**config.mk**
```make
export PLATFORM = sky130hd
export DESIGN_NAME = lrc_light_result
export DESIGN_NICKNAME = d
export VERILOG_FILES = /design/src/verilog/lrc_pkg.sv /design/src/verilog/lrc_light_result.sv
export VERILOG_INCLUDE_DIRS = /design/src /design/src/verilog
export SDC_FILE = /design/constraint.sdc
export NUM_CORES = 1
export LEC_CHECK = 0
export BUFFER_PORTS_ARGS = -buffer_cell sky130_fd_sc_hd__clkbuf_2
export CAP_MARGIN = 20
export CORE_MARGIN = 1
export CORE_UTILIZATION = 65
export CTS_CLUSTER_SIZE = 8
export DETAILED_ROUTE_END_ITERATION = 12
export PLACE_DENSITY_LB_ADDON = 0.08
export SYNTH_ARGS = -nofsm -noshare
export SYNTH_HDL_FRONTEND = slang
export SYNTH_SLANG_ARGS = --single-unit
```
**constraint.sdc**
```tcl
create_clock -name core_clk -period 4.7 [get_ports core_clk]
set_clock_uncertainty 0.15 [all_clocks]
set_input_delay 0.47 -clock core_clk [delete_from_list [all_inputs] [get_ports core_clk]]
set_output_delay 0.47 -clock core_clk [all_outputs]
set_load 0.05 [all_outputs]
```
**src/verilog/lrc_cfg.svh**
```systemverilog
`ifndef LRC_CFG_SVH
`define LRC_CFG_SVH
// register pointers
`define LRC_PTR_RESULT 8'h00
`define LRC_PTR_CTRL 8'h01
// reset values
`define LRC_CTRL_RST 16'hc810
`define LRC_RESULT_RST 16'h0000
// read-only control bits 8..5
`define LRC_CTRL_RO_MASK 16'h01e0
// control field positions
`define LRC_RN_HI 15
`define LRC_RN_LO 12
`define LRC_CT_BIT 11
`define LRC_MODE_HI 10
`define LRC_MODE_LO 9
`define LRC_OVF_BIT 8
`define LRC_CRF_BIT 7
`define LRC_ME_BIT 2
// field codes
`define LRC_RN_AUTO 4'hc
`define LRC_EXP_ZERO 4'h0
`define LRC_MODE_OFF 2'b00
`define LRC_MODE_SINGLE 2'b01
// bus codes
`define LRC_GC_ADDR 8'h00
`define LRC_GC_RESET 8'h06
`define LRC_LAST_BIT 3'h7
`endif

```
**src/verilog/lrc_pkg.sv**
```systemverilog
`default_nettype none
package lrc_pkg;
   typedef enum logic [2:0] {
      ST_IDLE = 3'b000,
      ST_RX = 3'b001,
      ST_DEC = 3'b010,
      ST_ACK = 3'b011,
      ST_TX = 3'b100,
      ST_RACK = 3'b101
   } lrc_bus_state_t;

   // one finished conversion from the light front end
   typedef struct packed {
      logic [3:0] rangeUsed;
      logic [11:0] count;
      logic overflow;
   } lrc_conv_result_t;

   // settings handed to the light front end
   typedef struct packed {
      logic [3:0] rangeSel;
      logic autoRange;
      logic longConv;
   } lrc_conv_cfg_t;
endpackage
`default_nettype wire

```
**src/verilog/lrc_light_result.sv**
```systemverilog
// Notes on behaviour
// - read-only 16-bit word, exponent plus mantissa
// - exponent sits in bits 15..12
// - mantissa unsigned binary in bits 11..0
// - codes 0..11 weigh 0.01 times two^code
// - word holds latest completed conversion
// - mask on, manual range: exponent reads zero
// - control write aborts running conversion
// - control write restarts if settings ask
// - range select bits 15..12, exponent coding
// - range code 1100b means automatic ranging
// - auto ranging reports chosen range as exponent
// - range select powers up as 1100b
// - control register resets to c810h
// - control bits 8..5 read-only, rest writable
// - registers over two-wire bus, MSB first
// - pointer kept until rewritten
// - general call 06h acks and resets all
`timescale 1ns/1ps
`default_nettype none
`include "lrc_cfg.svh"
module lrc_light_result
   import lrc_pkg::*;
#(
   parameter int MANT_W = 12,
   parameter int EXP_W = 4
) (
   input wire logic core_clk,
   input wire logic rstn,
   input wire logic [6:0] devAddr,
   input wire logic sclIn,
   input wire logic sdaIn,
   output logic sdaOut,
   output logic sdaOe,
   input wire logic convDone,
   input wire lrc_conv_result_t convResult,
   output logic convStart,
   output logic convAbort,
   output lrc_conv_cfg_t convCfg
);
   if (MANT_W != 12 || EXP_W != 4) begin : g_chk
      $error("result word must split 4 + 12 bits");
   end
   function automatic logic [15:0] regRead(input logic [7:0] ptr,
         input logic [15:0] res, input logic [15:0] ctl);
      case (ptr)
         `LRC_PTR_RESULT: return res;
         `LRC_PTR_CTRL: return ctl;
         default: return 16'h0000;
      endcase
   endfunction
   ////////////////////////////////////////////////////////////////
   lrc_bus_state_t stateReg;
   logic sclPrevReg, sdaPrevReg;
   logic [2:0] bitCntReg;
   logic [1:0] byteIdxReg;
   logic [7:0] shiftReg, ptrReg, hiByteReg;
   logic [15:0] txReg, wrDataReg, ctrlReg, ctrlNext, resultReg, rdWord;
   logic isReadReg, gcModeReg, txHalfReg, ackdReg, sdaOeReg, sdaOutReg;
   logic wrStrobeReg, gcStrobeReg, ctrlRdReg;
   logic busyReg, convStartReg, convAbortReg;
   lrc_conv_cfg_t cfgReg;
   logic sclRise, sclFall, startCond, stopCond, ctrlWr, doneOk;
   logic [3:0] rangeSel, expOut;
   assign sdaOut = sdaOutReg;
   assign sdaOe = sdaOeReg;
   assign convStart = convStartReg;
   assign convAbort = convAbortReg;
   assign convCfg = cfgReg;
   assign sclRise = sclIn & ~sclPrevReg;
   assign sclFall = ~sclIn & sclPrevReg;
   assign startCond = sclIn & sclPrevReg & sdaPrevReg & ~sdaIn;
   assign stopCond = sclIn & sclPrevReg & ~sdaPrevReg & sdaIn;
   assign rdWord = regRead(ptrReg, resultReg, ctrlReg);
   always_ff @(posedge core_clk or negedge rstn) begin
      if (!rstn) begin
         sclPrevReg <= 1'b1;
         sdaPrevReg <= 1'b1;
         sdaOutReg <= 1'b0;
      end else begin
         sclPrevReg <= sclIn;
         sdaPrevReg <= sdaIn;
         sdaOutReg <= 1'b0;
      end
   end
   ////////////////////////////////////////////////////////////////
   // two-wire slave; sda only ever pulled low, changed on scl fall
   always_ff @(posedge core_clk or negedge rstn) begin
      if (!rstn) begin
         stateReg <= ST_IDLE;
         bitCntReg <= 3'h0;
         byteIdxReg <= 2'h0;
         shiftReg <= 8'h00;
         ptrReg <= `LRC_PTR_RESULT;
         hiByteReg <= 8'h00;
         txReg <= 16'h0000;
         wrDataReg <= 16'h0000;
         isReadReg <= 1'b0;
         gcModeReg <= 1'b0;
         txHalfReg <= 1'b0;
         ackdReg <= 1'b0;
         sdaOeReg <= 1'b0;
         wrStrobeReg <= 1'b0;
         gcStrobeReg <= 1'b0;
         ctrlRdReg <= 1'b0;
      end else begin
         wrStrobeReg <= 1'b0;
         gcStrobeReg <= 1'b0;
         ctrlRdReg <= 1'b0;
         if (startCond) begin
            stateReg <= ST_RX;
            bitCntReg <= 3'h0;
            byteIdxReg <= 2'h0;
            gcModeReg <= 1'b0;
            sdaOeReg <= 1'b0;
         end else if (stopCond) begin
            stateReg <= ST_IDLE;
            sdaOeReg <= 1'b0;
         end else begin
            case (stateReg)
               ST_RX: if (sclRise) begin
                  shiftReg <= {shiftReg[6:0], sdaIn};
                  bitCntReg <= bitCntReg + 3'h1;
                  if (bitCntReg == `LRC_LAST_BIT) stateReg <= ST_DEC;
               end
               ST_DEC: if (sclFall) begin
                  stateReg <= ST_ACK;
                  sdaOeReg <= 1'b1;
                  // data bytes past the pair wrap to a fresh msb
                  byteIdxReg <= (byteIdxReg == 2'h3) ? 2'h2 : byteIdxReg + 2'h1;
                  case (byteIdxReg)
                     2'h0: begin
                        if (shiftReg[7:1] == devAddr) begin
                           isReadReg <= shiftReg[0];
                           txReg <= rdWord;
                           txHalfReg <= 1'b0;
                           ctrlRdReg <= shiftReg[0] && ptrReg == `LRC_PTR_CTRL;
                        end else if (shiftReg == `LRC_GC_ADDR) begin
                           gcModeReg <= 1'b1;
                           isReadReg <= 1'b0;
                        end else begin
                           stateReg <= ST_IDLE;
                           sdaOeReg <= 1'b0;
                        end
                     end
                     2'h1: begin
                        if (!gcModeReg) begin
                           ptrReg <= shiftReg;
                        end else if (shiftReg == `LRC_GC_RESET) begin
                           gcStrobeReg <= 1'b1;
                           ptrReg <= `LRC_PTR_RESULT;
                        end else begin
                           stateReg <= ST_IDLE;
                           sdaOeReg <= 1'b0;
                        end
                     end
                     default: begin
                        if (gcModeReg) begin
                           stateReg <= ST_IDLE;
                           sdaOeReg <= 1'b0;
                        end else if (byteIdxReg == 2'h2) begin
                           hiByteReg <= shiftReg;
                        end else begin
                           wrStrobeReg <= 1'b1;
                           wrDataReg <= {hiByteReg, shiftReg};
                        end
                     end
                  endcase
               end
               ST_ACK: if (sclFall) begin
                  bitCntReg <= 3'h0;
                  if (isReadReg) begin
                     stateReg <= ST_TX;
                     sdaOeReg <= ~txReg[15];
                  end else begin
                     stateReg <= ST_RX;
                     sdaOeReg <= 1'b0;
                  end
               end
               ST_TX: if (sclFall) begin
                  bitCntReg <= bitCntReg + 3'h1;
                  txReg <= {txReg[14:0], 1'b0};
                  if (bitCntReg == `LRC_LAST_BIT) begin
                     stateReg <= ST_RACK;
                     sdaOeReg <= 1'b0;
                  end else begin
                     sdaOeReg <= ~txReg[14];
                  end
               end
               ST_RACK: begin
                  if (sclRise) begin
                     ackdReg <= ~sdaIn;
                  end else if (sclFall) begin
                     if (ackdReg) begin
                        stateReg <= ST_TX;
                        bitCntReg <= 3'h0;
                        txHalfReg <= ~txHalfReg;
                        // after the lsb the same register is sent again
                        if (txHalfReg) begin
                           txReg <= rdWord;
                           sdaOeReg <= ~rdWord[15];
                        end else begin
                           sdaOeReg <= ~txReg[15];
                        end
                     end else begin
                        stateReg <= ST_IDLE;
                     end
                  end
               end
               default: stateReg <= ST_IDLE;
            endcase
         end
      end
   end
   ////////////////////////////////////////////////////////////////
   assign ctrlWr = wrStrobeReg && ptrReg == `LRC_PTR_CTRL;
   // abort wins over a result landing in the same cycle
   assign doneOk = convDone && busyReg && !ctrlWr && !gcStrobeReg;
   assign rangeSel = ctrlReg[`LRC_RN_HI:`LRC_RN_LO];
   // exponent is the range code, lsb weight 0.01 lux times 2^code
   assign expOut = (ctrlReg[`LRC_ME_BIT] && rangeSel < `LRC_RN_AUTO) ?
      `LRC_EXP_ZERO : convResult.rangeUsed;
   always_comb begin
      ctrlNext = ctrlReg;
      if (ctrlRdReg) ctrlNext[`LRC_CRF_BIT] = 1'b0;
      if (ctrlWr) begin
         ctrlNext = (wrDataReg & ~`LRC_CTRL_RO_MASK) |
            (ctrlNext & `LRC_CTRL_RO_MASK);
      end
      if (doneOk) begin
         // set after the read clear so a fresh result is never missed
         ctrlNext[`LRC_CRF_BIT] = 1'b1;
         ctrlNext[`LRC_OVF_BIT] = convResult.overflow;
         if (ctrlReg[`LRC_MODE_HI:`LRC_MODE_LO] == `LRC_MODE_SINGLE) begin
            ctrlNext[`LRC_MODE_HI:`LRC_MODE_LO] = `LRC_MODE_OFF;
         end
      end
   end
   always_ff @(posedge core_clk or negedge rstn) begin
      if (!rstn) begin
         ctrlReg <= `LRC_CTRL_RST;
         resultReg <= `LRC_RESULT_RST;
      end else if (gcStrobeReg) begin
         ctrlReg <= `LRC_CTRL_RST;
         resultReg <= `LRC_RESULT_RST;
      end else begin
         ctrlReg <= ctrlNext;
         // host writes never reach the result word
         if (doneOk) resultReg <= {expOut, convResult.count};
      end
   end
   ////////////////////////////////////////////////////////////////
   // conversion sequencing toward the light front end
   always_ff @(posedge core_clk or negedge rstn) begin
      if (!rstn) begin
         busyReg <= 1'b0;
         convStartReg <= 1'b0;
         convAbortReg <= 1'b0;
         cfgReg <= '0;
      end else begin
         convStartReg <= 1'b0;
         convAbortReg <= 1'b0;
         cfgReg.rangeSel <= ctrlNext[`LRC_RN_HI:`LRC_RN_LO];
         cfgReg.autoRange <= ctrlNext[`LRC_RN_HI:`LRC_RN_LO] == `LRC_RN_AUTO;
         cfgReg.longConv <= ctrlNext[`LRC_CT_BIT];
         if (gcStrobeReg) begin
            convAbortReg <= busyReg;
            busyReg <= 1'b0;
         end else if (ctrlWr) begin
            convAbortReg <= busyReg;
            if (wrDataReg[`LRC_MODE_HI:`LRC_MODE_LO] != `LRC_MODE_OFF) begin
               convStartReg <= 1'b1;
               busyReg <= 1'b1;
            end else begin
               busyReg <= 1'b0;
            end
         end else if (doneOk) begin
            if (ctrlReg[`LRC_MODE_HI]) convStartReg <= 1'b1;
            else busyReg <= 1'b0;
         end
      end
   end
endmodule
`default_nettype wire

```
==> results.sh <==
export IMPL_cts_reportedPaths_clkPinSlew_ns=0.09
export IMPL_ctsResizeCount=0
export IMPL_wl_per_cell_microns=17.3
export IMPL_drive_gt1_frac=0.202
export IMPL_antenna_diode_count=0
export IMPL_post_synth_cell_area_avg_sq_um=11.0
export IMPL_required_time_reported_for_the_critical_path_endpoint_ns=4.83
export IMPL_fmax_mhz=354
export IMPL_tritoncts="done"
export IMPL_io_pin_count=39
export IMPL_cp_data_arrival_time_ns=2.96
export IMPL_n_fill_cell=560
export IMPL_instances_no_fill=608
export IMPL_firstDrtPassIters=5
export IMPL_synth_lib_cells_used_distinct=72
export IMPL_relSlewSlack=0.264
export IMPL_synth_top_area_cell="sky130_fd_sc_hd__dfrtp_1"
export IMPL_clkLatencyLatePin_ns=0.37
export IMPL_die_height_microns=92.3
export IMPL_dieWidth_microns=92.3
export IMPL_floorplan_die_area_sq_um=8520
export IMPL_antenna_found_initial=0
export IMPL_grt_overflow=0
export IMPL_comb_power_share=0.174
export IMPL_clock_tree_htree_level_count=3
export IMPL_hold_viol=0
export IMPL_routed_via_density=6.06
export IMPL_post_cts_repair_setup_buffers=0
export IMPL_synthesis_yosys_warnings=0
export IMPL_route_vias_total=3687
export IMPL_status="complete, no violations"
export IMPL_effective_utilization_at_floorplan=0.679
export IMPL_setup_viol=0
export IMPL_detailed_place_hpwl_microns=7250
export IMPL_dpl_cell_count=592
export IMPL_min_period_ns=2.83
export IMPL_setup_worst_path_end_class="flip-flop"
export IMPL_internal_power_mw=1.47
export IMPL_tns_ns=0
export IMPL_dr_first_iter_drc_count=160
export IMPL_detail_route_antenna_nets=0
export IMPL_detailed_place_area_sq_um=5470
export IMPL_synth_top_cells_by_count="102 x sky130_fd_sc_hd__dfrtp_1, 57 x sky130_fd_sc_hd__nand2_1, 39 x sky130_fd_sc_hd__a21oi_1"
export IMPL_most_common_flop_cell_mapped_by_yosys="sky130_fd_sc_hd__dfrtp_1"
export IMPL_grt_pass1_wl_microns=18200
export IMPL_timing_critical_path_fanout_max=20
export IMPL_layout_cell_area_non_filler_sq_um=5660
export IMPL_track_usage=0.276
export IMPL_synth_net_count=513
export IMPL_drc=0
export IMPL_grt_max_degree=71
export IMPL_port_buffers=37
export IMPL_worst_pin_slew_ns=1.10
export IMPL_hold_path_class="in2async"
export IMPL_placement_rows=32
export IMPL_synth_ff_latch_count=108
export IMPL_finish_utilization=0.725
export IMPL_ff_latch_area_sq_um=2710
export IMPL_cts_root_buf="sky130_fd_sc_hd__clkbuf_8"
export IMPL_p_clk_frac=0.272
export IMPL_final_critical_path_setup_slack_ns=1.87
export IMPL_cts_hold_buf=0
export IMPL_number_of_global_route_vias_before_repair=3613
export IMPL_synth_most_common_cell="sky130_fd_sc_hd__dfrtp_1"
export IMPL_setup_worst_path_start_class="flip-flop"
export IMPL_placement_setup_slack_ns=1.86
export IMPL_powerDensity_nw_per_um2=362
export IMPL_post_synth_main_area_contributors="sky130_fd_sc_hd__dfrtp_1 48%, sky130_fd_sc_hd__mux2i_1 4.5%, sky130_fd_sc_hd__mux2_4 4.5%, sky130_fd_sc_hd__nand2_1 4.0%, sky130_fd_sc_hd__a22o_1 3.8%"
export IMPL_timing_max_transition_violations_final=0
export IMPL_min_period_over_period=0.602
export IMPL_area_delta_synth_final_pct=6.82
export IMPL_wl_microns=10500
export IMPL_placeable_core_region_sq_um=7810
export IMPL_number_of_enable_type_register_cells_in_the_synthesized_netlist=0
export IMPL_drv_max_cap_violation_count=0
export IMPL_tritoncts_num_sinks=108
export IMPL_place_gp_congestion=0.886
export IMPL_ys_async_sr_fraction=1.00
export IMPL_num_nets_final=534
export IMPL_switching_share=0.284
export IMPL_synth_top_cell_area_share=0.482
export IMPL_power_static_leakage_nw=2.85
export IMPL_power_ir_vdd_worst_v=0.000222
export IMPL_multi_input_gate_area_in_the_final_layout_sq_um=2330
export IMPL_power_net_switching_mw=0.583
export IMPL_cts_buffers_inserted=9
export IMPL_synth_seq_area_share=0.511
export IMPL_power_sequential_fraction=0.554
export IMPL_crit_type="reg2reg"
export IMPL_syn_instance_count=480
export IMPL_synth_cell_area_sq_um=5300
export IMPL_max_clock_path_buffers=2
export IMPL_grt_setup_unrepaired="false"
layout by cell type, fill, tap and decap left out, types with 3 or more instances in the layout:
master	Yosys	final
sky130_fd_sc_hd__and2_1	4	4
sky130_fd_sc_hd__o21a_1	3	3
sky130_fd_sc_hd__nand4_1	3	3
sky130_fd_sc_hd__nor2b_1	3	3
sky130_fd_sc_hd__dfrtp_1	102	102
sky130_fd_sc_hd__mux2_1	4	4
sky130_fd_sc_hd__a21oi_1	39	39
sky130_fd_sc_hd__o21ai_1	3	3
sky130_fd_sc_hd__nand2_1	57	57
sky130_fd_sc_hd__nand4b_1	3	3
sky130_fd_sc_hd__clkbuf_2	0	36
sky130_fd_sc_hd__dfstp_2	6	6
sky130_fd_sc_hd__nor3_1	6	6
sky130_fd_sc_hd__ha_1	4	4
sky130_fd_sc_hd__inv_1	26	26
sky130_fd_sc_hd__mux2_4	16	16
sky130_fd_sc_hd__xnor2_1	7	7
sky130_fd_sc_hd__a32oi_1	3	3
sky130_fd_sc_hd__nor2_1	12	12
sky130_fd_sc_hd__nand2b_1	9	9
sky130_fd_sc_hd__mux2i_1	24	24
sky130_fd_sc_hd__nand3_1	12	12
sky130_fd_sc_hd__nand3b_1	9	9
sky130_fd_sc_hd__o21ai_0	7	7
sky130_fd_sc_hd__clkbuf_8	0	10
sky130_fd_sc_hd__mux2_2	12	12
sky130_fd_sc_hd__buf_4	4	3
sky130_fd_sc_hd__a22o_1	23	23
worst paths after layout:
check,start,end,slack [ns],cells after the start
max in group asynchronous,rstn,sdaPrevReg,3.33,2
worst min register to register,txReg[0],txReg[0],0.35,1
min in group core_clk,sdaIn,sdaPrevReg,0.12,1
worst min-delay path,rstn,convCfg[2],0.05,1
worst max-delay path,stateReg[0],txReg[2],1.87,5
worst max register to register,stateReg[0],txReg[2],1.87,5
critical path, cell delays in order, from the launching register on:
cell	delay, ns
sky130_fd_sc_hd__dfrtp_1	0.83
sky130_fd_sc_hd__nor3b_4	0.25
sky130_fd_sc_hd__nand3b_1	0.26
sky130_fd_sc_hd__nor2_1	0.86
sky130_fd_sc_hd__a21oi_1	0.22
sky130_fd_sc_hd__mux2i_1	0.18
registers in the layout, indices dropped and copies added, names as in the netlist, 6 cells and up:
name / cells
convCfg: 6
ptrReg: 8
resultReg: 16
ctrlReg: 14
wrDataReg: 12
hiByteReg: 7
shiftReg: 8
txReg: 16
cell type report:
| cell class | instances | share of cell area |
|---|---|---|
| sequential | 108 | 0.479 |
| timing repair buffer | 39 | 0.0358 |
| tap | 102 | 0.0225 |
| inverter | 26 | 0.0172 |
| clock buffer | 12 | 0.0256 |
| clock inverter | 4 | 0.00906 |
| multi-input combinational | 317 | 0.411 |
power by group through the flow:
stage / clock [mW] / combinational, mW / sequential, mW
floorplan: 0 / 0.285 / 1.13
global placement: 0 / 0.342 / 1.15
detailed placement: 0 / 0.360 / 1.15
CTS: 0.575 / 0.362 / 1.14
global route: 0.607 / 0.406 / 1.15
finish: 0.557 / 0.357 / 1.14
layer usage:
layer / wire length [microns] / share of wire / global-route usage
met3: 460 / 0.044 / 0.0501
met5: 0 / 0 / 0
met1: 4860 / 0.46 / 0.386
met2: 5060 / 0.48 / 0.446
met4: 162 / 0.015 / 0.0729
cells by family after synthesis:
group / Yosys count / synth area share
AOI/OAI and AO/OA: 105 / 0.138
xor gates and xnor gates: 8 / 0.0132
adders and majority gates: 4 / 0.00944
buffers and inverters: 55 / 0.0496
DFF: 108 / 0.511
muxes: 56 / 0.125
other: 1 / 0.000708
and+or+nand+nor: 143 / 0.153
stage by stage:
| step | power (mW) | hold slack (ns) |
|---|---|---|
| 2_1_floorplan | 1.41 | 0.0244 |
| 3_3_place_gp | 1.49 | 0.326 |
| 3_5_place_dp | 1.51 | 0.333 |
| 4_1_cts | 2.07 | 0.0828 |
| 5_1_grt | 2.16 | 0.117 |
| 6_report | 2.05 | 0.0474 |
Note: power is estimated with default switching activity, not from simulation.
